[src/logic/slcc_pkg.sv]
// Purpose: shared constants for the synthesizer 2 loop and calibration register bank
// Assumes: 8-bit register offsets and 8-bit data; ref_clk is the always-on clock
// Notes:   wait times are kept in ns and turned into ref_clk cycle counts here
package slcc_pkg;

  // ==========================================================================
  // register offsets
  localparam logic [7:0] SLCC_OFS_LOOP_FILTER = 8'h84;
  localparam logic [7:0] SLCC_OFS_CAL_WAIT    = 8'h85;
  localparam logic [7:0] SLCC_OFS_BANDWIDTH   = 8'h86;
  localparam logic [7:0] SLCC_OFS_PROG_COUNT  = 8'h88;

  // ==========================================================================
  // field positions and widths
  localparam int unsigned SLCC_LF_LSB   = 0;
  localparam int unsigned SLCC_LF_W     = 3;
  localparam int unsigned SLCC_VCO_LSB  = 0;
  localparam int unsigned SLCC_CL_LSB   = 2;
  localparam int unsigned SLCC_WAIT_W   = 2;
  localparam int unsigned SLCC_BW_BIT   = 0;
  localparam int unsigned SLCC_CNT_W    = 8;

  // ==========================================================================
  // field codes and reset values
  localparam logic [2:0] SLCC_LF_SECOND_ORDER = 3'h3;
  localparam logic [2:0] SLCC_LF_THIRD_ORDER  = 3'h7;
  localparam logic [2:0] SLCC_LF_RESET        = 3'h3;
  localparam logic [1:0] SLCC_CL_RESET        = 2'h0;
  localparam logic [1:0] SLCC_VCO_RESET       = 2'h1;
  localparam logic       SLCC_BW_RESET        = 1'b0;
  localparam logic [7:0] SLCC_CNT_RESET       = 8'h00;
  localparam logic [7:0] SLCC_CNT_MAX         = 8'hff;

  // ==========================================================================
  // timing: clock period and wait times in ns
  localparam int unsigned SLCC_CLK_NS   = 100;
  localparam int unsigned SLCC_CL0_NS   = 30000;
  localparam int unsigned SLCC_CL1_NS   = 300000;
  localparam int unsigned SLCC_CL2_NS   = 30000000;
  localparam int unsigned SLCC_CL3_NS   = 300000000;
  localparam int unsigned SLCC_VCO0_NS  = 20000;
  localparam int unsigned SLCC_VCO1_NS  = 400000;
  localparam int unsigned SLCC_VCO2_NS  = 8000000;
  localparam int unsigned SLCC_VCO3_NS  = 200000000;

  // least waits, rounded up to whole cycles
  localparam int unsigned SLCC_CL0_CYC  = (SLCC_CL0_NS + SLCC_CLK_NS - 1) / SLCC_CLK_NS;
  localparam int unsigned SLCC_CL1_CYC  = (SLCC_CL1_NS + SLCC_CLK_NS - 1) / SLCC_CLK_NS;
  localparam int unsigned SLCC_CL2_CYC  = (SLCC_CL2_NS + SLCC_CLK_NS - 1) / SLCC_CLK_NS;
  localparam int unsigned SLCC_CL3_CYC  = (SLCC_CL3_NS + SLCC_CLK_NS - 1) / SLCC_CLK_NS;
  localparam int unsigned SLCC_VCO0_CYC = (SLCC_VCO0_NS + SLCC_CLK_NS - 1) / SLCC_CLK_NS;
  localparam int unsigned SLCC_VCO1_CYC = (SLCC_VCO1_NS + SLCC_CLK_NS - 1) / SLCC_CLK_NS;
  localparam int unsigned SLCC_VCO2_CYC = (SLCC_VCO2_NS + SLCC_CLK_NS - 1) / SLCC_CLK_NS;
  localparam int unsigned SLCC_VCO3_CYC = (SLCC_VCO3_NS + SLCC_CLK_NS - 1) / SLCC_CLK_NS;

  // wait timer width, big enough for the longest wait
  localparam int unsigned SLCC_TMR_W    = 22;

  // wait timer states
  typedef enum logic [1:0] {
    SLCC_TMR_IDLE    = 2'b00,
    SLCC_TMR_RUN     = 2'b01,
    SLCC_TMR_SETTLED = 2'b10
  } slcc_tmr_state_e;

endpackage

[src/logic/slcc_wait_timer.sv]
// Purpose: settle wait timer, counts ref_clk periods for a coded wait time
// Assumes: start is a one-cycle pulse; code is sampled at start
// Notes:   a new start restarts the wait and drops settled
`timescale 1ns/10ps
`default_nettype none
module slcc_wait_timer #(
  parameter int unsigned CYC0 = 300,
  parameter int unsigned CYC1 = 3000,
  parameter int unsigned CYC2 = 300000,
  parameter int unsigned CYC3 = 3000000
) (
  // clock and reset
  input  wire logic                          ref_clk,
  input  wire logic                          arst_n,
  // control
  input  wire logic                          start,
  input  wire logic [slcc_pkg::SLCC_WAIT_W-1:0] code,
  // status
  output var  logic                          busy,
  output var  logic                          settled
);
  import slcc_pkg::*;

  slcc_tmr_state_e         state;
  slcc_tmr_state_e         next_state;
  logic [SLCC_TMR_W-1:0]   cnt;
  logic [SLCC_TMR_W-1:0]   next_cnt;

  // cycle count for a wait code, less one for the terminal cycle
  function automatic logic [SLCC_TMR_W-1:0] wait_len(input logic [SLCC_WAIT_W-1:0] c);
    case (c)
      2'h0:    wait_len = SLCC_TMR_W'(CYC0 - 1);
      2'h1:    wait_len = SLCC_TMR_W'(CYC1 - 1);
      2'h2:    wait_len = SLCC_TMR_W'(CYC2 - 1);
      default: wait_len = SLCC_TMR_W'(CYC3 - 1);
    endcase
  endfunction

  // next state and count
  always_comb begin
    next_state = state;
    next_cnt   = cnt;
    case (state)
      SLCC_TMR_IDLE, SLCC_TMR_SETTLED: begin
        if (start) begin
          next_state = SLCC_TMR_RUN;
          next_cnt   = wait_len(code);
        end
      end
      SLCC_TMR_RUN: begin
        if (start) begin
          next_cnt = wait_len(code);
        end else if (cnt == '0) begin
          next_state = SLCC_TMR_SETTLED;
        end else begin
          next_cnt = cnt - 1'b1;
        end
      end
      default: begin
        next_state = SLCC_TMR_IDLE;
        next_cnt   = '0;
      end
    endcase
  end

  // register state
  always_ff @(posedge ref_clk or negedge arst_n) begin
    if (!arst_n) begin
      state <= SLCC_TMR_IDLE;
      cnt   <= '0;
    end else begin
      state <= next_state;
      cnt   <= next_cnt;
    end
  end

  assign busy    = (state == SLCC_TMR_RUN);
  assign settled = (state == SLCC_TMR_SETTLED);

endmodule // slcc_wait_timer
`default_nettype wire

[src/logic/slcc_prog_counter.sv]
// Purpose: saturating erase/program cycle counter with reload from storage
// Assumes: load and prog_done are one-cycle pulses
// Notes:   a load in the same cycle as prog_done wins
`timescale 1ns/10ps
`default_nettype none
module slcc_prog_counter (
  // clock and reset
  input  wire logic                           ref_clk,
  input  wire logic                           arst_n,
  // events
  input  wire logic                           load,
  input  wire logic [slcc_pkg::SLCC_CNT_W-1:0] load_value,
  input  wire logic                           prog_done,
  // count and store request
  output var  logic [slcc_pkg::SLCC_CNT_W-1:0] count,
  output var  logic                           store,
  output var  logic [slcc_pkg::SLCC_CNT_W-1:0] store_value
);
  import slcc_pkg::*;

  logic [SLCC_CNT_W-1:0] next_count;
  logic                  next_store;
  logic [SLCC_CNT_W-1:0] bumped;

  // saturating increment; a reload wins and no store is requested
  always_comb begin
    bumped     = (count == SLCC_CNT_MAX) ? count : count + 1'b1;
    next_count = count;
    next_store = 1'b0;
    if (load) begin
      next_count = load_value;
    end else if (prog_done) begin
      next_count = bumped;
      next_store = 1'b1;
    end
  end

  // register count and store pulse
  always_ff @(posedge ref_clk or negedge arst_n) begin
    if (!arst_n) begin
      count       <= SLCC_CNT_RESET;
      store       <= 1'b0;
      store_value <= SLCC_CNT_RESET;
    end else begin
      count       <= next_count;
      store       <= next_store;
      store_value <= next_count;
    end
  end

endmodule // slcc_prog_counter
`default_nettype wire

[src/logic/slcc_regs.sv]
// Purpose: synthesizer 2 loop filter, calibration wait and bandwidth registers
//          plus the read-only erase/program cycle counter
// Assumes: register port comes from the serial configuration slave,
//          ref_clk is the always-on clock, all inputs synchronous to it
// Notes:   read data is registered one cycle after rd_en
//
// Function
// - code 3 selects second-order loop filter
// - code 7 selects third-order loop filter
// - filter field read/write, resets to 3
// - closed-loop wait codes map to four times
// - closed-loop settle delay follows wait field
// - vco wait codes map times, reset 1
// - narrow bit set gives 200 Hz bandwidth
// - narrow bit clear keeps normal bandwidth
// - counter increments after each program cycle
// - counter saturates at 255
// - counter reloads after reset, commit, program
// - count persists in storage, zero before load
// - waits counted in always-on clock periods
// - program start bit begins program cycle
`timescale 1ns/10ps
`default_nettype none
module slcc_regs #(
  parameter int unsigned CL_WAIT2_CYC  = slcc_pkg::SLCC_CL2_CYC,
  parameter int unsigned CL_WAIT3_CYC  = slcc_pkg::SLCC_CL3_CYC,
  parameter int unsigned VCO_WAIT2_CYC = slcc_pkg::SLCC_VCO2_CYC,
  parameter int unsigned VCO_WAIT3_CYC = slcc_pkg::SLCC_VCO3_CYC
) (
  // clock and reset
  input  wire logic                            ref_clk,
  input  wire logic                            arst_n,
  // register port
  input  wire logic [7:0]                      reg_addr,
  input  wire logic                            reg_wr_en,
  input  wire logic [7:0]                      reg_wr_data,
  input  wire logic                            reg_rd_en,
  output var  logic [7:0]                      reg_rd_data,
  // stored image load (reset-time load and commit)
  input  wire logic                            image_load,
  input  wire logic [slcc_pkg::SLCC_LF_W-1:0]  image_loop_filter,
  input  wire logic [slcc_pkg::SLCC_WAIT_W-1:0] image_cl_wait,
  input  wire logic [slcc_pkg::SLCC_WAIT_W-1:0] image_vco_wait,
  input  wire logic                            image_narrow_bw,
  input  wire logic [slcc_pkg::SLCC_CNT_W-1:0] image_count,
  // program cycle events
  input  wire logic                            program_start,
  input  wire logic                            program_done,
  output var  logic                            program_busy,
  output var  logic                            count_store,
  output var  logic [slcc_pkg::SLCC_CNT_W-1:0] count_store_value,
  // calibration sequencing
  input  wire logic                            vco_cal_start,
  input  wire logic                            closed_loop_start,
  output var  logic                            vco_settled,
  output var  logic                            loop_settled,
  // analog controls
  output var  logic [slcc_pkg::SLCC_LF_W-1:0]  loop_filter_order_sel,
  output var  logic                            second_order_en,
  output var  logic                            third_order_en,
  output var  logic                            filter_code_reserved,
  output var  logic                            narrow_loop_bw
);
  import slcc_pkg::*;

  // ==========================================================================
  // control fields

  logic [SLCC_LF_W-1:0]   lf_order;
  logic [SLCC_LF_W-1:0]   next_lf_order;
  logic [SLCC_WAIT_W-1:0] closed_loop_wait_code;
  logic [SLCC_WAIT_W-1:0] next_closed_loop_wait_code;
  logic [SLCC_WAIT_W-1:0] vco_settle_wait_code;
  logic [SLCC_WAIT_W-1:0] next_vco_settle_wait_code;
  logic                   narrow_bw;
  logic                   next_narrow_bw;
  logic                   busy;
  logic                   next_busy;
  logic [7:0]             rd_data;
  logic [7:0]             next_rd_data;
  logic [SLCC_CNT_W-1:0]  program_cycle_count;
  logic                   cl_busy;
  logic                   vco_busy;
  logic                   prog_event;

  // address decode, used by the write and read paths
  function automatic logic hit(input logic [7:0] a, input logic [7:0] ofs);
    hit = (a == ofs);
  endfunction

  // next values of the writable fields; a stored image load wins over a write
  always_comb begin
    next_lf_order              = lf_order;
    next_closed_loop_wait_code = closed_loop_wait_code;
    next_vco_settle_wait_code  = vco_settle_wait_code;
    next_narrow_bw             = narrow_bw;
    if (image_load) begin
      next_lf_order              = image_loop_filter;
      next_closed_loop_wait_code = image_cl_wait;
      next_vco_settle_wait_code  = image_vco_wait;
      next_narrow_bw             = image_narrow_bw;
    end else if (reg_wr_en) begin
      // only defined field bits are taken, the rest dropped
      if (hit(reg_addr, SLCC_OFS_LOOP_FILTER)) begin
        next_lf_order = reg_wr_data[SLCC_LF_LSB +: SLCC_LF_W];
      end
      if (hit(reg_addr, SLCC_OFS_CAL_WAIT)) begin
        next_closed_loop_wait_code = reg_wr_data[SLCC_CL_LSB +: SLCC_WAIT_W];
        next_vco_settle_wait_code  = reg_wr_data[SLCC_VCO_LSB +: SLCC_WAIT_W];
      end
      if (hit(reg_addr, SLCC_OFS_BANDWIDTH)) begin
        next_narrow_bw = reg_wr_data[SLCC_BW_BIT];
      end
    end
  end

  // register the writable fields
  always_ff @(posedge ref_clk or negedge arst_n) begin
    if (!arst_n) begin
      lf_order              <= SLCC_LF_RESET;
      closed_loop_wait_code <= SLCC_CL_RESET;
      vco_settle_wait_code  <= SLCC_VCO_RESET;
      narrow_bw             <= SLCC_BW_RESET;
    end else begin
      lf_order              <= next_lf_order;
      closed_loop_wait_code <= next_closed_loop_wait_code;
      vco_settle_wait_code  <= next_vco_settle_wait_code;
      narrow_bw             <= next_narrow_bw;
    end
  end

  // ==========================================================================
  // analog control decode

  // filter order outputs; reserved codes enable neither order
  always_comb begin
    loop_filter_order_sel = lf_order;
    second_order_en       = (lf_order == SLCC_LF_SECOND_ORDER);
    third_order_en        = (lf_order == SLCC_LF_THIRD_ORDER);
    filter_code_reserved  = !(second_order_en || third_order_en);
    narrow_loop_bw        = narrow_bw;
  end

  // ==========================================================================
  // program cycle tracking

  // busy from program start to program done
  always_comb begin
    next_busy = busy;
    if (program_start) begin
      next_busy = 1'b1;
    end else if (program_done) begin
      next_busy = 1'b0;
    end
  end

  always_ff @(posedge ref_clk or negedge arst_n) begin
    if (!arst_n) begin
      busy <= 1'b0;
    end else begin
      busy <= next_busy;
    end
  end

  assign program_busy = busy;
  assign prog_event   = busy && program_done;

  // saturating counter, reloaded from the stored image
  slcc_prog_counter u_prog_counter (
    .ref_clk     (ref_clk),
    .arst_n      (arst_n),
    .load        (image_load),
    .load_value  (image_count),
    .prog_done   (prog_event),
    .count       (program_cycle_count),
    .store       (count_store),
    .store_value (count_store_value)
  );

  // ==========================================================================
  // settle wait timers on the always-on clock

  // vco stabilization wait
  slcc_wait_timer #(
    .CYC0 (SLCC_VCO0_CYC),
    .CYC1 (SLCC_VCO1_CYC),
    .CYC2 (VCO_WAIT2_CYC),
    .CYC3 (VCO_WAIT3_CYC)
  ) u_vco_timer (
    .ref_clk (ref_clk),
    .arst_n  (arst_n),
    .start   (vco_cal_start),
    .code    (vco_settle_wait_code),
    .busy    (vco_busy),
    .settled (vco_settled)
  );

  // closed-loop stabilization wait
  slcc_wait_timer #(
    .CYC0 (SLCC_CL0_CYC),
    .CYC1 (SLCC_CL1_CYC),
    .CYC2 (CL_WAIT2_CYC),
    .CYC3 (CL_WAIT3_CYC)
  ) u_cl_timer (
    .ref_clk (ref_clk),
    .arst_n  (arst_n),
    .start   (closed_loop_start),
    .code    (closed_loop_wait_code),
    .busy    (cl_busy),
    .settled (loop_settled)
  );

  // ==========================================================================
  // read path

  // registered read data, reserved bits and unmapped offsets read zero
  always_comb begin
    next_rd_data = rd_data;
    if (reg_rd_en) begin
      next_rd_data = 8'h00;
      if (hit(reg_addr, SLCC_OFS_LOOP_FILTER)) begin
        next_rd_data[SLCC_LF_LSB +: SLCC_LF_W] = lf_order;
      end
      if (hit(reg_addr, SLCC_OFS_CAL_WAIT)) begin
        next_rd_data[SLCC_CL_LSB +: SLCC_WAIT_W]  = closed_loop_wait_code;
        next_rd_data[SLCC_VCO_LSB +: SLCC_WAIT_W] = vco_settle_wait_code;
      end
      if (hit(reg_addr, SLCC_OFS_BANDWIDTH)) begin
        next_rd_data[SLCC_BW_BIT] = narrow_bw;
      end
      if (hit(reg_addr, SLCC_OFS_PROG_COUNT)) begin
        next_rd_data = program_cycle_count;
      end
    end
  end

  always_ff @(posedge ref_clk or negedge arst_n) begin
    if (!arst_n) begin
      rd_data <= 8'h00;
    end else begin
      rd_data <= next_rd_data;
    end
  end

  assign reg_rd_data = rd_data;

endmodule // slcc_regs
`default_nettype wire

[config.mk]
export PLATFORM = sky130hd
export DESIGN_NAME = slcc_regs
export DESIGN_NICKNAME = d
export VERILOG_FILES = /design/src/logic/slcc_pkg.sv /design/src/logic/slcc_wait_timer.sv /design/src/logic/slcc_prog_counter.sv /design/src/logic/slcc_regs.sv
export SDC_FILE = /design/constraint.sdc
export NUM_CORES = 1
export LEC_CHECK = 0
export BUFFER_PORTS_ARGS = -buffer_cell sky130_fd_sc_hd__buf_2
export CAP_MARGIN = 25
export CORE_UTILIZATION = 25
export CTS_CLUSTER_DIAMETER = 150
export DETAILED_ROUTE_END_ITERATION = 10
export PLACE_DENSITY = 0.51
export RECOVER_POWER = 50
export SYNTH_ARGS = -nofsm -noshare
export SYNTH_HDL_FRONTEND = slang
export SYNTH_SLANG_ARGS = --single-unit
export TNS_END_PERCENT = 10
[constraint.sdc]
create_clock -name ref_clk -period 6.4 [get_ports ref_clk]
set_clock_uncertainty 0.05 [all_clocks]
set_input_delay 0.96 -clock ref_clk [delete_from_list [all_inputs] [get_ports ref_clk]]
set_output_delay 0.96 -clock ref_clk [all_outputs]
set_load 0.02 [all_outputs]
Word level (Yosys, flattened, before mapping). Cells that the tools add are included.

Register bits: 74. Input bits: 41. Output and inout port bits: 27. Logic and storage cells: 105.

$add $sub $neg: 3. Equal/unequal tests: 24. Multiplexer cells: 41. Reductions and logical operators: 25.

Operators by type and width (number): $mux 22 (6); $pmux 22 s2 (2); $pmux 22 s3 (1); $pmux 21 s3 (1); $logic_not 22->1 (2); $sub 22x1->22 const B (2); $eq 8x8->1 const B (5); $mux 8 (4); $mux 2 (12); $mux 3 (4); $ne 2x2->1 const B (6); $reduce_and 2->1 (6); $reduce_bool 2->1 (6); $add 8x1->8 const B (1); $eq 2x1->1 const B (4); $eq 2x2->1 const B (4); $logic_not 2->1 (4); $mux 1 (8); $pmux 2 s2 (2); $ne 3x3->1 const B (2); $reduce_and 3->1 (2); $mux 4 (1); $reduce_or 2->1 (2); $eq 3x2->1 const B (1); other kinds (5) (5).

Depth between registers and ports, before layout. Gate-level depths: netlist of the first run.

Depth in word-level cells: 5. Gate-level depth with buffers: 9. Depth with buffers taken out: 7.

Modules after synthesis. From an unflattened synthesis of the first run, not the netlist that was laid out.

Cells, all modules: 551. Area total of the unflattened synthesis: 4981.0 um^2.

By module, submodules not included: slcc_wait_timer at u_vco_timer (instances 1, cells each 200, area each 1749.2 um^2, sequential area each 600.6 um^2); slcc_wait_timer at u_cl_timer (instances 1, cells each 181, area each 1602.8 um^2, sequential area each 600.6 um^2); slcc_regs (instances 1, cells each 100, area each 987.2 um^2, sequential area each 429.2 um^2); slcc_prog_counter (instances 1, cells each 70, area each 641.9 um^2, sequential area each 225.2 um^2).

Worst setup path after synthesis of the first run. OpenSTA, ideal clock, no wires.

Kind: input to register. From: input port reg_addr[5]. To: register lf_order[2], in the netlist loop_filter_order_sel[2]. Library setup time: 126 ps. Arrival: 2693 ps. Required time: 6224 ps. Slack: 3531 ps. Cell stages on the path: 6. Path buffers: 1. Cell sequence: or4b_2 -> nor3_1 -> and3b_1 -> clkbuf_1 -> mux2i_1 -> o21ai_0.

Longest elaborated chain between the ends: 3.

Ends and longest elaborated chain: start: declaration (RTL line slcc_regs.sv:34) `input wire logic [7:0] reg_addr,`; $eq 8x8->1 (RTL line slcc_regs.sv:88) `hit = (a == ofs);`; $reduce_bool 2->1 (no line); $reduce_and 2->1 (no line); end signal: assignment (RTL line slcc_regs.sv:125) `lf_order <= next_lf_order;`; end: declaration (RTL line slcc_regs.sv:69) `logic [SLCC_LF_W-1:0] lf_order;`.

Every way passes these cells. A chain may end at the register's enable or synchronous reset.

Worst setup path after layout of the first run.
From: register u_cl_timer.cnt[0]. To: register u_cl_timer.cnt[8].

Longest elaborated chain between the ends: 4. Elaborated cells between the ends (all ways): 7. Those cells by class: add/sub (1); eq/ne (1); mux (3); reduce/logical (2).

Ends and longest elaborated chain: start: declaration (RTL line slcc_wait_timer.sv:26) `logic [SLCC_TMR_W-1:0] cnt;`; start signal: assignment (RTL line slcc_wait_timer.sv:73) `cnt <= next_cnt;`; $sub 22x1->22 (RTL line slcc_wait_timer.sv:56) `next_cnt = cnt - 1'b1;`; $mux 22 (RTL line slcc_wait_timer.sv:53) `end else if (cnt == '0) begin`; $mux 22 (RTL line slcc_wait_timer.sv:51) `if (start) begin`; $pmux 22 s2 (RTL line slcc_wait_timer.sv:43) `case (state)`.

Several ways; a longest one is shown, not always the timed one. The select of a mux whose other input is x is not followed.

==> results of run 1 <==
cells in the final DEF, fill, tap and decap left out, types with 3 or more instances in the layout:
cell	count
sky130_fd_sc_hd__o2bb2ai_1	3
sky130_fd_sc_hd__and3_1	3
sky130_fd_sc_hd__xor2_1	3
sky130_fd_sc_hd__a21o_1	4
sky130_fd_sc_hd__dfrtp_1	71
sky130_fd_sc_hd__clkinv_2	3
sky130_fd_sc_hd__a211oi_1	6
sky130_fd_sc_hd__o211ai_1	5
sky130_fd_sc_hd__nor4b_1	3
sky130_fd_sc_hd__nor2_1	38
sky130_fd_sc_hd__nand3_1	18
sky130_fd_sc_hd__a22o_1	4
sky130_fd_sc_hd__mux2_2	4
sky130_fd_sc_hd__dfstp_2	3
sky130_fd_sc_hd__clkbuf_1	6
sky130_fd_sc_hd__xnor2_1	13
sky130_fd_sc_hd__inv_1	21
sky130_fd_sc_hd__nor4_1	16
sky130_fd_sc_hd__ha_1	9
sky130_fd_sc_hd__a31oi_1	8
sky130_fd_sc_hd__clkbuf_16	9
sky130_fd_sc_hd__nor3_1	13
sky130_fd_sc_hd__nand2_1	57
sky130_fd_sc_hd__a21oi_1	39
sky130_fd_sc_hd__o21ai_0	54
sky130_fd_sc_hd__o31ai_1	7
sky130_fd_sc_hd__a22oi_1	5
sky130_fd_sc_hd__nor2b_1	5
sky130_fd_sc_hd__buf_2	57
sky130_fd_sc_hd__nand4_1	3
sky130_fd_sc_hd__or4_1	16
sky130_fd_sc_hd__nand2b_1	10
sky130_fd_sc_hd__mux2i_1	10
sky130_fd_sc_hd__or3_1	9
sky130_fd_sc_hd__a21boi_0	3
cells by family (layout without fill, tap and decap cells):
| logic type | Yosys count | count (layout) |
|---|---|---|
| and+or+nand+nor | 207 | 207 |
| adders and majority gates | 9 | 9 |
| xor gates and xnor gates | 16 | 16 |
| buffers and inverters | 48 | 103 |
| muxes | 14 | 14 |
| DFF | 74 | 74 |
| AOI/OAI and AO/OA | 164 | 164 |
layout make-up:
cell class	instances	area, um2	area share (%)
clock buffers	9	225	4.18
repair buffers	66	350	6.50
inverters	21	78.8	1.46
clock inverters	7	70.1	1.30
multi-input cells	410	2520	46.8
flip-flops and latches	74	1860	34.4
well taps	229	287	5.32
layer usage:
metal	GRT usage [%]	wire length, um	share of wire, %	up-vias
met1	19.7	5980	48	2064
met2	21.5	5680	45	158
met4	5.68	210	1.7	0
li1	-	-	-	2070
met3	2.30	638	5.1	18
met5	0	0	0	-
through the flow:
| step | instance area [um2] | std cells |
|---|---|---|
| 2_1_floorplan | 4560 | 532 |
| 3_3_place_gp | 5080 | 799 |
| 3_5_place_dp | 5080 | 799 |
| 4_1_cts | 5370 | 815 |
| 5_1_grt | 5390 | 816 |
| 6_report | 5390 | 816 |
how the worst max path moves through the flow:
| stage | start | endpoint | slack, ns | cells after the start |
|---|---|---|---|---|
| floorplan | reg_addr[5] | loop_filter_order_sel[2]$_DFFE_PN0P_ | 3.53 | 6 |
| global placement | reg_addr[5] | closed_loop_wait_code[1]$_DFFE_PN0P_ | 3.25 | 6 |
| detailed placement | reg_addr[5] | closed_loop_wait_code[1]$_DFFE_PN0P_ | 3.25 | 6 |
| CTS | u_cl_timer.cnt[0]$_DFFE_PN0P_ | u_cl_timer.cnt[8]$_DFFE_PN0P_ | 3.43 | 6 |
| global route | u_cl_timer.cnt[0]$_DFFE_PN0P_ | u_cl_timer.cnt[14]$_DFFE_PN0P_ | 3.30 | 7 |
| finish | u_cl_timer.cnt[0]$_DFFE_PN0P_ | u_cl_timer.cnt[8]$_DFFE_PN0P_ | 3.45 | 6 |
worst max-delay path: cells and delay by family (launching register included):
family | cells | cell delay, ns
DFF | 1 | 0.40
and+or+nand+nor | 2 | 1.37
adders and majority gates | 1 | 0.19
AOI/OAI and AO/OA | 1 | 0.37
buffers and inverters | 1 | 0.10
muxes | 1 | 0.36
report_power, final:
part / internal (mW) / switching (mW)
clock: 0.301 / 0.203
combinational: 0.0834 / 0.118
sequential: 0.512 / 0.0577
registers in the layout (all words and copies together), names as in the netlist, 2 cells and up:
signal,flops
u_vco_timer.state,2
loop_filter_order_sel,3
u_cl_timer.state,2
u_prog_counter.count,8
u_vco_timer.cnt,22
u_cl_timer.cnt,22
closed_loop_wait_code,2
vco_settle_wait_code,2
reg_rd_data,8
==> summary.md, run 1 <==
The flow ran to the end, and the final reports show no timing, DRC or antenna violations. The fraction of the mapped netlist area in adder cells is 2.47%, and the total number of vias is 4,310. Setup slack closes at 3.45 ns. The wire length per cell is 15.3 um. For the effective utilization at floorplan, the log shows 25.5%. In the synthesized netlist the async set-or-reset flop fraction comes to 100%. The worst hold path belongs to the class register to register.

The routability congestion estimate from global placement was 0.826. Once the clock tree was built, the setup fixing pass inserted 0 buffers. For the row count, the log shows 49.

The dominant combinational cell family by area after synthesis was simple AND/OR/NAND/NOR gates. For the pin with the worst max-slew slack, the measured transition is 1.12 ns. The number of enable flip-flop cells after synthesis was 0; the initial antenna violation count was 0.

The clock passes through at most 2 buffers. Clock tree synthesis selected as its root buffer the cell sky130_fd_sc_hd__clkbuf_16. The share of cells above drive strength 1 came out at 16.4%.

TritonCTS built the clock tree. After synthesis, the most frequently instantiated cells are sky130_fd_sc_hd__dfrtp_1, sky130_fd_sc_hd__nand2_1, sky130_fd_sc_hd__o21ai_0. The total area inside the core boundary comes to 17,900 um2.

Relative to the synthesized area, the layout overhead comes to 18.1%. For the worst flop-to-flop path, the logic depth is 6. The die covers 18,800 um2. The library cell occupying the most area in the post-synthesis netlist was sky130_fd_sc_hd__dfrtp_1. The number of cells upsized or downsized after cts is 0, and the utilization of the core after routing is 30.1%. The normalized max-slew margin is 25.1%, and the detailed-router iteration count before antenna repair is 5. Yosys printed 0 warnings. After global routing the overflow that remains totals 0.

Buffers inserted during clock tree synthesis total 9. The number of flip-flops and latches in the synthesized netlist was 74; the hold-critical path depth was 1. The post-synthesis cell type count was 63. Most instantiated flip-flop cell in the synthesis netlist: sky130_fd_sc_hd__dfrtp_1. The final period demand of the worst path works out to 2.95 ns. The run gives 0.34 ns as the clock latency on the worst-skew pair.

For the number of global-route vias before repair, the log shows 4,054. The TritonCTS sink count was 74. When the netlist entered floorplanning its net count stood at 582.

The number of cells produced by synthesis was 532; the horizontal die dimension was 137 um. The final critical path takes up 46.1% of the cycle. The largest incremental delay on the critical path works out to 0.69 ns. Once detailed placement completed, the half-perimeter wirelength came to 9.00 mm. In this run the tool buffered the top-level ports with 63 buffer cells. Ratio of routed vias to standard cells: 5.28.

Ranked by total cell area, the synthesized netlist is headed by sky130_fd_sc_hd__dfrtp_1, sky130_fd_sc_hd__o21ai_0, sky130_fd_sc_hd__nand2_1, sky130_fd_sc_hd__a21oi_1, sky130_fd_sc_hd__nor2_1. The cell area that synthesis handed to floorplanning was 4560 um2. Among all stages on the critical path, the largest delay is contributed by sky130_fd_sc_hd__or4b_2. In this run the register-to-register setup slack is 3.45 ns.

Summing the areas of all and, or, nand and nor instances in the mapped netlist gives 23.7% of the synthesized area. The run gives 75 as the maximum number of pins on one net before global-route repair. The tools report the critical register-to-register path startpoint as u_cl_timer.cnt[0]$_DFFE_PN0P_.

The number of hold violations in the final report is 0. In this run the number of H-tree levels came out at 3. The first global-routing pass estimated 20.8 mm of wire. The end of the worst register-to-register path is u_cl_timer.cnt[8]$_DFFE_PN0P_. The number of hold buffers added after CTS was 0.

The fraction of synthesized cell area taken by the top area cell type works out to 38.9%. The synthesized netlist devotes 3.07% of its cell area to XOR and XNOR gates. The run gives 3.25 ns as the worst setup slack before clock tree synthesis. The worst-case IR drop observed on VDD is 0.110 mV. Remaining antenna violation count after routing: 0. The tools report the number of pins exceeding their max-slew limit in the final report as 0. The startpoint identified for the worst hold timing path is u_vco_timer.cnt[3]$_DFFE_PN0P_.

Setup violations remaining at the end of the flow were counted as 0. Static timing analysis puts the maximum clock frequency at 339 MHz. Sum of internal, switching and leakage power: 1.27 mW. The final-layout setup total negative slack was 0 ns. Counting the fill cells in the layout gives 1,922. Hold is met by 0.473 ns. The number of antenna diodes in the final layout is 0.

The worst setup path is captured at a register. In this run the worst path has a maximum fanout of 7. The signal on the critical path passes through inv_1 -> ha_1 -> or4b_2 -> nor3_1 -> a21oi_1 -> mux2_2. In the post-synthesis netlist, the cell with the most instances is sky130_fd_sc_hd__dfrtp_1.

The critical path class is register to register. The net count of the finished layout is 632. Worst-case hold path end point: u_vco_timer.cnt[3]$_DFFE_PN0P_. Summing the areas of all compound-gate instances in the mapped netlist gives 22.8% of the synthesized area. The worst setup path is launched from a register. The critical path data required time is 6.58 ns, and the sequential cell area fraction in the yosys report is 40.7%. The final layout contains routed wiring with a total length of 12.5 mm. Setup repair after global routing left no endpoint under its margin.

The detailed router finished its first iteration with 334 violations. The portion of synthesized area spent on multiplexers is 3.18%. For this run, design rule violations remaining after detail routing come to 0.

For this design the static power due to leakage is 2.22 nW. The power density over the cells is 237 nW/um2, and the synthesized area per cell is 8.58 um2. The total I/O pin count was 68; the data arrival time of the critical path was 3.13 ns. The overall global routing resource usage is 14.1%. The clock-pin slew reported for the worst setup and hold paths after clock tree synthesis was 0.06 ns.

Max-cap violations in this run came to 0. The floorplan step set the die height to 137 um.
(Power assumes the default switching activity.)
==> inputs of run 2 (changes only) <==
ABC_AREA = 1   (was default)
PLACE_DENSITY = 0.53   (was 0.51)
clock period = 2.51 ns   (was 6.4 ns; I/O delays follow)
==> run 2 against run 1 <==
Compared with the run above: flip-flop and latch count is the same; clock power grew to 2.8 times the previous value; via count grew 13%; combinational power grew to 3.2 times the previous value; sequential share of layout area shrank 3.1 points; maximum frequency grew 45%; critical endpoint is now u_cl_timer.cnt[3]$_DFFE_PN0P_.
==> summary.md, run 2 <==
The peak clock frequency supported by timing is 491 MHz (was 339 MHz), and the ratio of routed vias to standard cells is 4.49 (was 5.28). The slew at the pin with the worst max-slew slack was 1.48 ns (was 1.12 ns). The most instantiated flip-flop cell in the synthesis netlist is sky130_fd_sc_hd__dfrtp_1 (unchanged).

The global-route wire length before repair was 22.9 mm (was 20.8 mm). The tools report the start point of the worst min-delay path as program_done (was u_vco_timer.cnt[3]$_DFFE_PN0P_). The run gives 0 (unchanged) as the number of hold buffers added after CTS.

The maximum clock insertion buffer count is 2 (unchanged). The final design instance area without fill is 5930 um2 (was 5390 um2). The post-detailed-placement cell area came out at 5620 um2 (was 5080 um2). The final period demand of the worst path is 2.04 ns (was 2.95 ns). The number of fillers in the final layout is 2,234 (was 1,922), and the overall die area is 20,600 um2 (was 18,800 um2). The final worst-path cycle share is 81.1% (was 46.1%), and the number of pins exceeding their max-slew limit in the final report is 0 (unchanged). The commonest non-fill, non-tap cell in the layout was sky130_fd_sc_hd__nand2_1 (was sky130_fd_sc_hd__dfrtp_1). The critical path class is register to register (unchanged).

The logs give 2.66 ns (was 6.58 ns) for the critical path data required time and 0 (unchanged) for the number of maximum-capacitance constraint violations. The tools report the routability congestion estimate from global placement as 0.798 (was 0.826). The run gives 0 (unchanged) as the number of warnings issued by yosys. The worst setup slack before clock tree synthesis was 0.454 ns (was 3.25 ns); the remaining antenna violation count after routing was 0 (unchanged). The row count was 51 (was 49); the maximum vdd drop was 0.268 mV (was 0.110 mV).

The data arrival time of the critical path is 2.18 ns (was 3.13 ns), and the total setup violations reported at the end of the flow is 0 (unchanged). The share of cells above drive strength 1 is 13.3% (was 16.4%). The first-iteration detailed-routing DRC count was 254 (was 334); the clock-pin slew reported for the worst setup and hold paths after clock tree synthesis was 0.07 ns (was 0.06 ns). Setup repair after global routing left no endpoint under its margin. The post-route non-filler standard cell count is 1,080 (was 816). Most used standard cell by instance count after synthesis: sky130_fd_sc_hd__nand2_1 (was sky130_fd_sc_hd__dfrtp_1).

The tools report the final-layout setup total negative slack as 0 ns (unchanged). The number of flip-flops and latches in the synthesized netlist works out to 74 (unchanged). Type of the most critical hold path: input port to register (was register to register).

The number of cells upsized or downsized after cts was 0 (unchanged); the number of global-route vias before repair was 4,583 (was 4,054). The placed wire-length estimate after detailed placement was 10.2 mm (was 9.00 mm). The post-CTS setup repair buffer count was 0 (unchanged); the number of buffers created by CTS was 9 (unchanged). End of the worst register-to-register path: u_cl_timer.cnt[3]$_DFFE_PN0P_ (was u_cl_timer.cnt[8]$_DFFE_PN0P_). The horizontal die dimension was 143 um (was 137 um). The run gives 3 (unchanged) as the count of H-tree levels built during CTS.

The hold-critical path depth was 2 (was 1). The fraction of synthesized cell area taken by the top area cell type is 35.6% (was 38.9%), and the total I/O pin count is 68 (unchanged). The signed area change from the synthesized netlist to the final layout is 18.6% (was 18.1%).

The maximum number of pins on one net before global-route repair is 59 (was 75). The tools report the clock latency on the worst-skew pair as 0.35 ns (was 0.34 ns). The tools report the overall global routing resource usage as 14.0% (was 14.1%).

The logs give 37.1% (was 40.7%) for the sequential cell area fraction in the yosys report and 0 (unchanged) for the DRC violation count after routing. Sequence of cells on the critical path: inv_1 -> ha_1 -> nand2_4 -> nor2_8 -> nand4_4 -> nand2_4 -> inv_2 -> nand3_1 -> o21ai_0 (was inv_1 -> ha_1 -> or4b_2 -> nor3_1 -> a21oi_1 -> mux2_2). The share of flip-flops with an asynchronous set or reset is 100% (unchanged).

Count of buffers from port buffering: 63 (unchanged). The run gives 74 (unchanged) as the TritonCTS sink count. The logs give 1,063 (was 799) for the cell count after placement and 791 (was 582) for the number of nets produced by synthesis.

Counting stages on the worst path, the most repeated cell is sky130_fd_sc_hd__nand2_4. The number of enable flip-flop cells after synthesis was 0 (unchanged); the leakage power total was 2.92 nW (was 2.22 nW). The largest incremental delay on the critical path came out at 0.39 ns (was 0.69 ns). The number of cells produced by synthesis came out at 741 (was 532).

The tools report the critical register-to-register path startpoint as u_cl_timer.cnt[0]$_DFFE_PN0P_ (unchanged). The run gives 0 (unchanged) as the number of hold violations in the final report. The wire length per cell came out at 12.5 um (was 15.3 um). The category of the worst setup path capture point is a register (unchanged). The power density over the cells works out to 595 nW/um2 (was 237 nW/um2). Logic depth of the worst register-to-register path: 9 (was 6). The height of the die was 143 um (was 137 um).

The tools report the worst-case hold path end point as program_busy$_DFFE_PN0P_ (was u_vco_timer.cnt[3]$_DFFE_PN0P_). The overall overflow remaining after global route is 0 (unchanged). Post-synthesis cell type count: 41 (was 63).

TritonCTS built the clock tree. The startpoint type of the worst setup path was a register (unchanged). The total number of vias came out at 4,852 (was 4,310). Commonest cells after routing, fill and taps aside: sky130_fd_sc_hd__nand2_1, sky130_fd_sc_hd__nor2_1, sky130_fd_sc_hd__inv_1, sky130_fd_sc_hd__dfrtp_1, sky130_fd_sc_hd__nand3_1 (was sky130_fd_sc_hd__dfrtp_1, sky130_fd_sc_hd__nand2_1, sky130_fd_sc_hd__buf_2, sky130_fd_sc_hd__o21ai_0, sky130_fd_sc_hd__a21oi_1). The library cell occupying the most area in the post-synthesis netlist was sky130_fd_sc_hd__dfrtp_1 (unchanged).

For the total core area, the log shows 19,500 um2 (was 17,900 um2). The synthesized area per cell is 6.74 um2 (was 8.58 um2). Commonest cells in the synthesized netlist: sky130_fd_sc_hd__nand2_1, sky130_fd_sc_hd__nor2_1, sky130_fd_sc_hd__inv_1 (was sky130_fd_sc_hd__dfrtp_1, sky130_fd_sc_hd__nand2_1, sky130_fd_sc_hd__o21ai_0).

For the initial antenna violation count, the log shows 1 (was 0). The slack of the critical path was 0.474 ns (was 3.45 ns); the number of nets in the final layout was 859 (was 632). Regs by FF count: u_cl_timer.cnt x22, u_vco_timer.cnt x22 (unchanged). Top post-synthesis cells by area: sky130_fd_sc_hd__dfrtp_1, sky130_fd_sc_hd__nand2_1, sky130_fd_sc_hd__nor2_1, sky130_fd_sc_hd__inv_1, sky130_fd_sc_hd__nand3_1 (was sky130_fd_sc_hd__dfrtp_1, sky130_fd_sc_hd__o21ai_0, sky130_fd_sc_hd__nand2_1, sky130_fd_sc_hd__a21oi_1, sky130_fd_sc_hd__nor2_1). The logs give 0.47 ns (was 3.45 ns) for the register-to-register setup slack and 5 (unchanged) for the detailed-router iteration count before antenna repair. Clock root buffer: sky130_fd_sc_hd__clkbuf_16 (unchanged).

The run finished with clean final reports. The normalized max-slew margin is 1.65% (was 25.1%). The total wire length after detailed routing came out at 13.5 mm (was 12.5 mm). The library cell contributing the largest single delay on the critical path was sky130_fd_sc_hd__dfrtp_1 (was sky130_fd_sc_hd__or4b_2). The largest fanout of any net on the critical path was 29 (was 7). For the post-synthesis instance area, the log shows 5000 um2 (was 4560 um2). The effective utilization at floorplan came out at 25.6% (was 25.5%).
run 2: cell types whose count changed after synthesis, sizes merged, moves of 17 or more:
cell   change
nor4      -17
inv       +63
or4       -17
nand2    +162
nand3     +36
nor2      +94
run 2: where the power goes:
group | leakage (nW) | switching [mW] | total (mW) | internal [mW]
Sequential | 0.891 | 0.144 | 1.45 | 1.31
Clock | 0.152 | 0.557 | 1.43 | 0.878
Combinational | 1.88 | 0.411 | 0.639 | 0.228
Total | 2.92 | 1.11 | 3.53 | 2.42
run 2: kinds of logic after synthesis:
logic type | share of synthesized area (%)
compound gates | 13.5
xor+xnor | 2.10
fa+ha+maj | 2.25
buf+inv | 8.34
flops | 37.1
mux | 0.200
simple gates | 36.4
run 2: stage by stage:
stage	power (mW)	hold slack [ns]	utilization, %
2_1_floorplan	1.90	0.0309	-
3_3_place_gp	2.12	0.418	28.8
3_5_place_dp	2.12	0.424	28.8
4_1_cts	3.57	0.0868	30.5
5_1_grt	3.73	0.180	30.3
6_report	3.53	0.171	30.3
run 2: worst max-delay path by stage:
stage / endpoint / start
global route: u_cl_timer.cnt[14]$_DFFE_PN0P_ / u_cl_timer.cnt[0]$_DFFE_PN0P_
floorplan: u_cl_timer.cnt[7]$_DFFE_PN0P_ / u_cl_timer.cnt[0]$_DFFE_PN0P_
detailed placement: u_cl_timer.cnt[3]$_DFFE_PN0P_ / u_cl_timer.cnt[0]$_DFFE_PN0P_
finish: u_cl_timer.cnt[3]$_DFFE_PN0P_ / u_cl_timer.cnt[0]$_DFFE_PN0P_
global placement: u_cl_timer.cnt[3]$_DFFE_PN0P_ / u_cl_timer.cnt[0]$_DFFE_PN0P_
CTS: u_cl_timer.cnt[3]$_DFFE_PN0P_ / u_cl_timer.cnt[0]$_DFFE_PN0P_
run 2: metal layers:
layer  vias up  track usage, %  wire (um)  share of wire, %
met3        12            1.70        547               4.0
met5         -               0          0                 0
met2        95            22.1       6090                45
met4         0            5.38        193               1.4
met1      2228            19.5       6680                49
li1       2517               -          -                 -
run 2: area by class of cell:
class / count / area [um2] / area share, %
repair buffers: 73 / 369 / 6.23
clock inverters: 7 / 101 / 1.71
diodes: 1 / 2.50 / 0.0422
clock buffers: 9 / 225 / 3.80
inverters: 84 / 315 / 5.32
multi-input cells: 567 / 2730 / 46.0
well taps: 265 / 332 / 5.60
flip-flops and latches: 74 / 1860 / 31.3
run 2: critical path: cells and delay by family (launching register included):
family / cells / cell delay (ns)
DFF: 1 / 0.39
and+or+nand+nor: 5 / 0.74
buffers and inverters: 2 / 0.38
adders and majority gates: 1 / 0.24
AOI/OAI and AO/OA: 1 / 0.09
==> inputs of run 3 (changes only) <==
PLACE_DENSITY = 0.51   (was 0.53)
clock period = 1.95 ns   (was 2.51 ns; I/O delays follow)
==> run 3 against run 2 <==
Compared with the run above: register-to-register slack worse by 0.31 ns; core utilization up 0.91 points; die area unchanged.
==> summary.md, run 3 (synthesized netlist as in run 2, its figures left out) <==
The run finished with clean final reports. The TritonCTS sink count is 74 (unchanged), and the cell-internal power is 3.13 mW (was 2.42 mW). The number of global-route vias before repair is 4,605 (was 4,583). The category of the worst setup path capture point is a register (unchanged). The run gives 0 (was 1) as the initial antenna violation count. The tools report the overall global routing resource usage as 14.2% (was 14.0%). The tools report the number of pins exceeding their max-slew limit in the final report as 0 (unchanged). The effective utilization at floorplan was 25.6% (unchanged); the peak clock frequency supported by timing was 561 MHz (was 491 MHz). The DRC violation count after routing is 0 (unchanged), and the power density over the cells is 746 nW/um2 (was 595 nW/um2). The utilization of the core after routing was 31.3% (was 30.3%); the count of buffers from port buffering was 63 (unchanged). The logs give 0.801 (was 0.798) for the routability congestion estimate from global placement and 0.35 ns (about the same) for the clock latency on the worst-skew pair. The placed wire-length estimate after detailed placement was 10.6 mm (was 10.2 mm); the clock-pin slew reported for the worst setup and hold paths after clock tree synthesis was 0.06 ns (was 0.07 ns).

The normalized max-slew margin was 45.7% (was 1.65%); the switching power of the nets was 1.42 mW (was 1.11 mW). The height of the die came out at 143 um (unchanged). Sum of internal, switching and leakage power: 4.56 mW (was 3.53 mW).

The number of nets in the final layout was 881 (was 859); the maximum vdd drop was 0.352 mV (was 0.268 mV). The count of inserted antenna diode cells was 0 (was 1); the share of total power consumed by net switching was 31.2% (was 31.5%). The leakage power total is 3.05 nW (was 2.92 nW), and the fraction of met2 tracks used by global routing is 23.0% (was 22.1%).

The type of the most critical hold path is input port to register (unchanged). The final hold slack is 0.0918 ns (was 0.171 ns), and the overall overflow remaining after global route is 0 (unchanged). The total number of vias was 4,904 (was 4,852); the number of hold violations in the final report was 0 (unchanged).

The signed area change from the synthesized netlist to the final layout came out at 22.1% (was 18.6%). Critical path data required time: 2.13 ns (was 2.66 ns). The global-route wire length before repair is 23.1 mm (was 22.9 mm), and the combinational group share of total power is 19.1% (was 18.1%).

Number of buffers created by CTS: 9 (unchanged). The horizontal die dimension came out at 143 um (unchanged). The run gives 0 (unchanged) as the total setup violations reported at the end of the flow. The maximum clock insertion buffer count is 2 (unchanged).

The ratio of routed vias to standard cells is 4.45 (was 4.49), and the met1 track utilization from global routing is 19.4% (was 19.5%). The slew at the pin with the worst max-slew slack came out at 0.815 ns (was 1.48 ns). The detailed-router iteration count before antenna repair is 4 (was 5). The tools report the clock root buffer as sky130_fd_sc_hd__clkbuf_16 (unchanged). The number of maximum-capacitance constraint violations is 0 (unchanged). The overall die area came out at 20,600 um2 (unchanged). The routing usage on met3 was 1.23% (was 1.70%); the final worst-path cycle share was 91.4% (was 81.1%).

The cell count after placement is 1,084 (was 1,063), and the share of power burned in registers is 40.9% (was 41.2%). Row count: 51 (unchanged). TritonCTS built the clock tree. Total wire length after detailed routing: 13.9 mm (was 13.5 mm). Sequence of cells on the critical path: inv_1 -> ha_1 -> nand2_1 -> nor2_4 -> nand4_1 -> nand2_4 -> inv_2 -> nor2_1 -> a21oi_1 (was inv_1 -> ha_1 -> nand2_4 -> nor2_8 -> nand4_4 -> nand2_4 -> inv_2 -> nand3_1 -> o21ai_0).

The total I/O pin count came out at 68 (unchanged). Commonest cells after routing, fill and taps aside: sky130_fd_sc_hd__nand2_1, sky130_fd_sc_hd__nor2_1, sky130_fd_sc_hd__inv_1, sky130_fd_sc_hd__dfrtp_1, sky130_fd_sc_hd__buf_2 (was sky130_fd_sc_hd__nand2_1, sky130_fd_sc_hd__nor2_1, sky130_fd_sc_hd__inv_1, sky130_fd_sc_hd__dfrtp_1, sky130_fd_sc_hd__nand3_1). The largest fanout of any net on the critical path is 15 (was 29).

The maximum number of pins on one net before global-route repair came out at 32 (was 59). Setup repair after global routing could not meet its margin everywhere. The slack of the critical path was 0.168 ns (was 0.474 ns). The tools report the multi-input logic area as 2740 um2 (was 2730 um2). Startpoint type of the worst setup path: a register (unchanged). The data arrival time of the critical path was 1.96 ns (was 2.18 ns); the number of fillers in the final layout was 2,201 (was 2,234). For the relative contribution of the clock network to total power, the log shows 40.0% (was 40.7%). Regs by FF count: u_cl_timer.cnt x22, u_vco_timer.cnt x22 (unchanged).

The critical path class was register to register (unchanged). The layer carrying the most global-route usage was met2 (unchanged). Commonest non-fill, non-tap cell in the layout: sky130_fd_sc_hd__nand2_1 (unchanged). Worst setup slack before clock tree synthesis: 0.0849 ns (was 0.454 ns). The first-iteration detailed-routing DRC count is 253 (was 254).

For the post-CTS setup repair buffer count, the log shows 0 (unchanged). The run gives 1,101 (was 1,080) as the post-route non-filler standard cell count. The count of H-tree levels built during CTS was 3 (unchanged); the flip-flop and latch area was 1860 um2 (unchanged). Largest incremental delay on the critical path: 0.37 ns (was 0.39 ns). The share of cells above drive strength 1 works out to 16.3% (was 13.3%). The remaining antenna violation count after routing was 0 (unchanged).

The final period demand of the worst path came out at 1.78 ns (was 2.04 ns). The wire length per cell is 12.6 um (was 12.5 um). Library cell contributing the largest single delay on the critical path: sky130_fd_sc_hd__dfrtp_1 (unchanged). Total core area: 19,500 um2 (unchanged).
-- run 3: cell count changes in the layout (fill, tap and decap cells not counted), sizes merged --
cell,delta
buf,+24
clkbuf,-2
clkinvlp,-1
diode,-1
dlygate4sd3,+1
-- run 3: what timing repair did --
action,in CTS,in global routing
endpoints found under the hold margin,26,0
gates resized for setup,0,7
endpoints found under the setup margin,0,33
hold buffers,1,0
-- run 3: power by group through the flow --
stage,Sequential [mW],Combinational (mW),Clock (mW)
CTS,1.86,0.882,1.88
global placement,1.89,0.873,0
detailed placement,1.89,0.876,0
global route,1.89,0.996,1.91
finish,1.86,0.870,1.82
floorplan,1.89,0.557,0
-- run 3: cell type report --
cell class | instances | share of cell area, %
multi-input combinational | 567 | 44.8
sequential | 74 | 30.4
clock buffer | 10 | 3.75
timing repair buffer | 95 | 8.90
clock inverter | 6 | 1.48
inverter | 84 | 5.21
tap | 265 | 5.43
-- run 3: stage by stage --
| step | cell area (um2) | TNS, ns |
|---|---|---|
| 6_report | 6100 | 0 |
| 4_1_cts | 6120 | 0 |
| 3_5_place_dp | 5790 | 0 |
| 2_1_floorplan | 5000 | 0 |
| 5_1_grt | 6100 | -0.00178 |
| 3_3_place_gp | 5790 | 0 |
-- run 3: per-layer routing --
layer,wire (um),up-vias
li1,-,2564
met1,6870,2238
met2,6320,88
met3,429,14
met4,270,0
met5,0,-
-- run 3: path summary, 6_finish.rpt --
kind                                                     to                      startpoint  slack [ns]  depth (start not counted)
max                         u_vco_timer.cnt[16]$_DFFE_PN0P_  u_vco_timer.cnt[0]$_DFFE_PN0P_        0.17                          9
max reg2reg                 u_vco_timer.cnt[16]$_DFFE_PN0P_  u_vco_timer.cnt[0]$_DFFE_PN0P_        0.17                          9
max in group asynchronous    u_cl_timer.cnt[16]$_DFFE_PN0P_                          arst_n        0.35                          3
min in group asynchronous  u_vco_timer.state[0]$_DFFE_PN0P_                          arst_n        0.52                          2
min reg2reg                      reg_rd_data[7]$_DFFE_PN0P_      reg_rd_data[7]$_DFFE_PN0P_        0.44                          2
min                                program_busy$_DFFE_PN0P_                    program_done        0.09                          2
-- run 3: worst max-delay path: cells and delay by family (launching register included) --
kind / cells / cell delay [ns]
fa+ha+maj: 1 / 0.19
simple gates: 5 / 0.75
flops: 1 / 0.37
compound gates: 1 / 0.05
buf+inv: 2 / 0.24
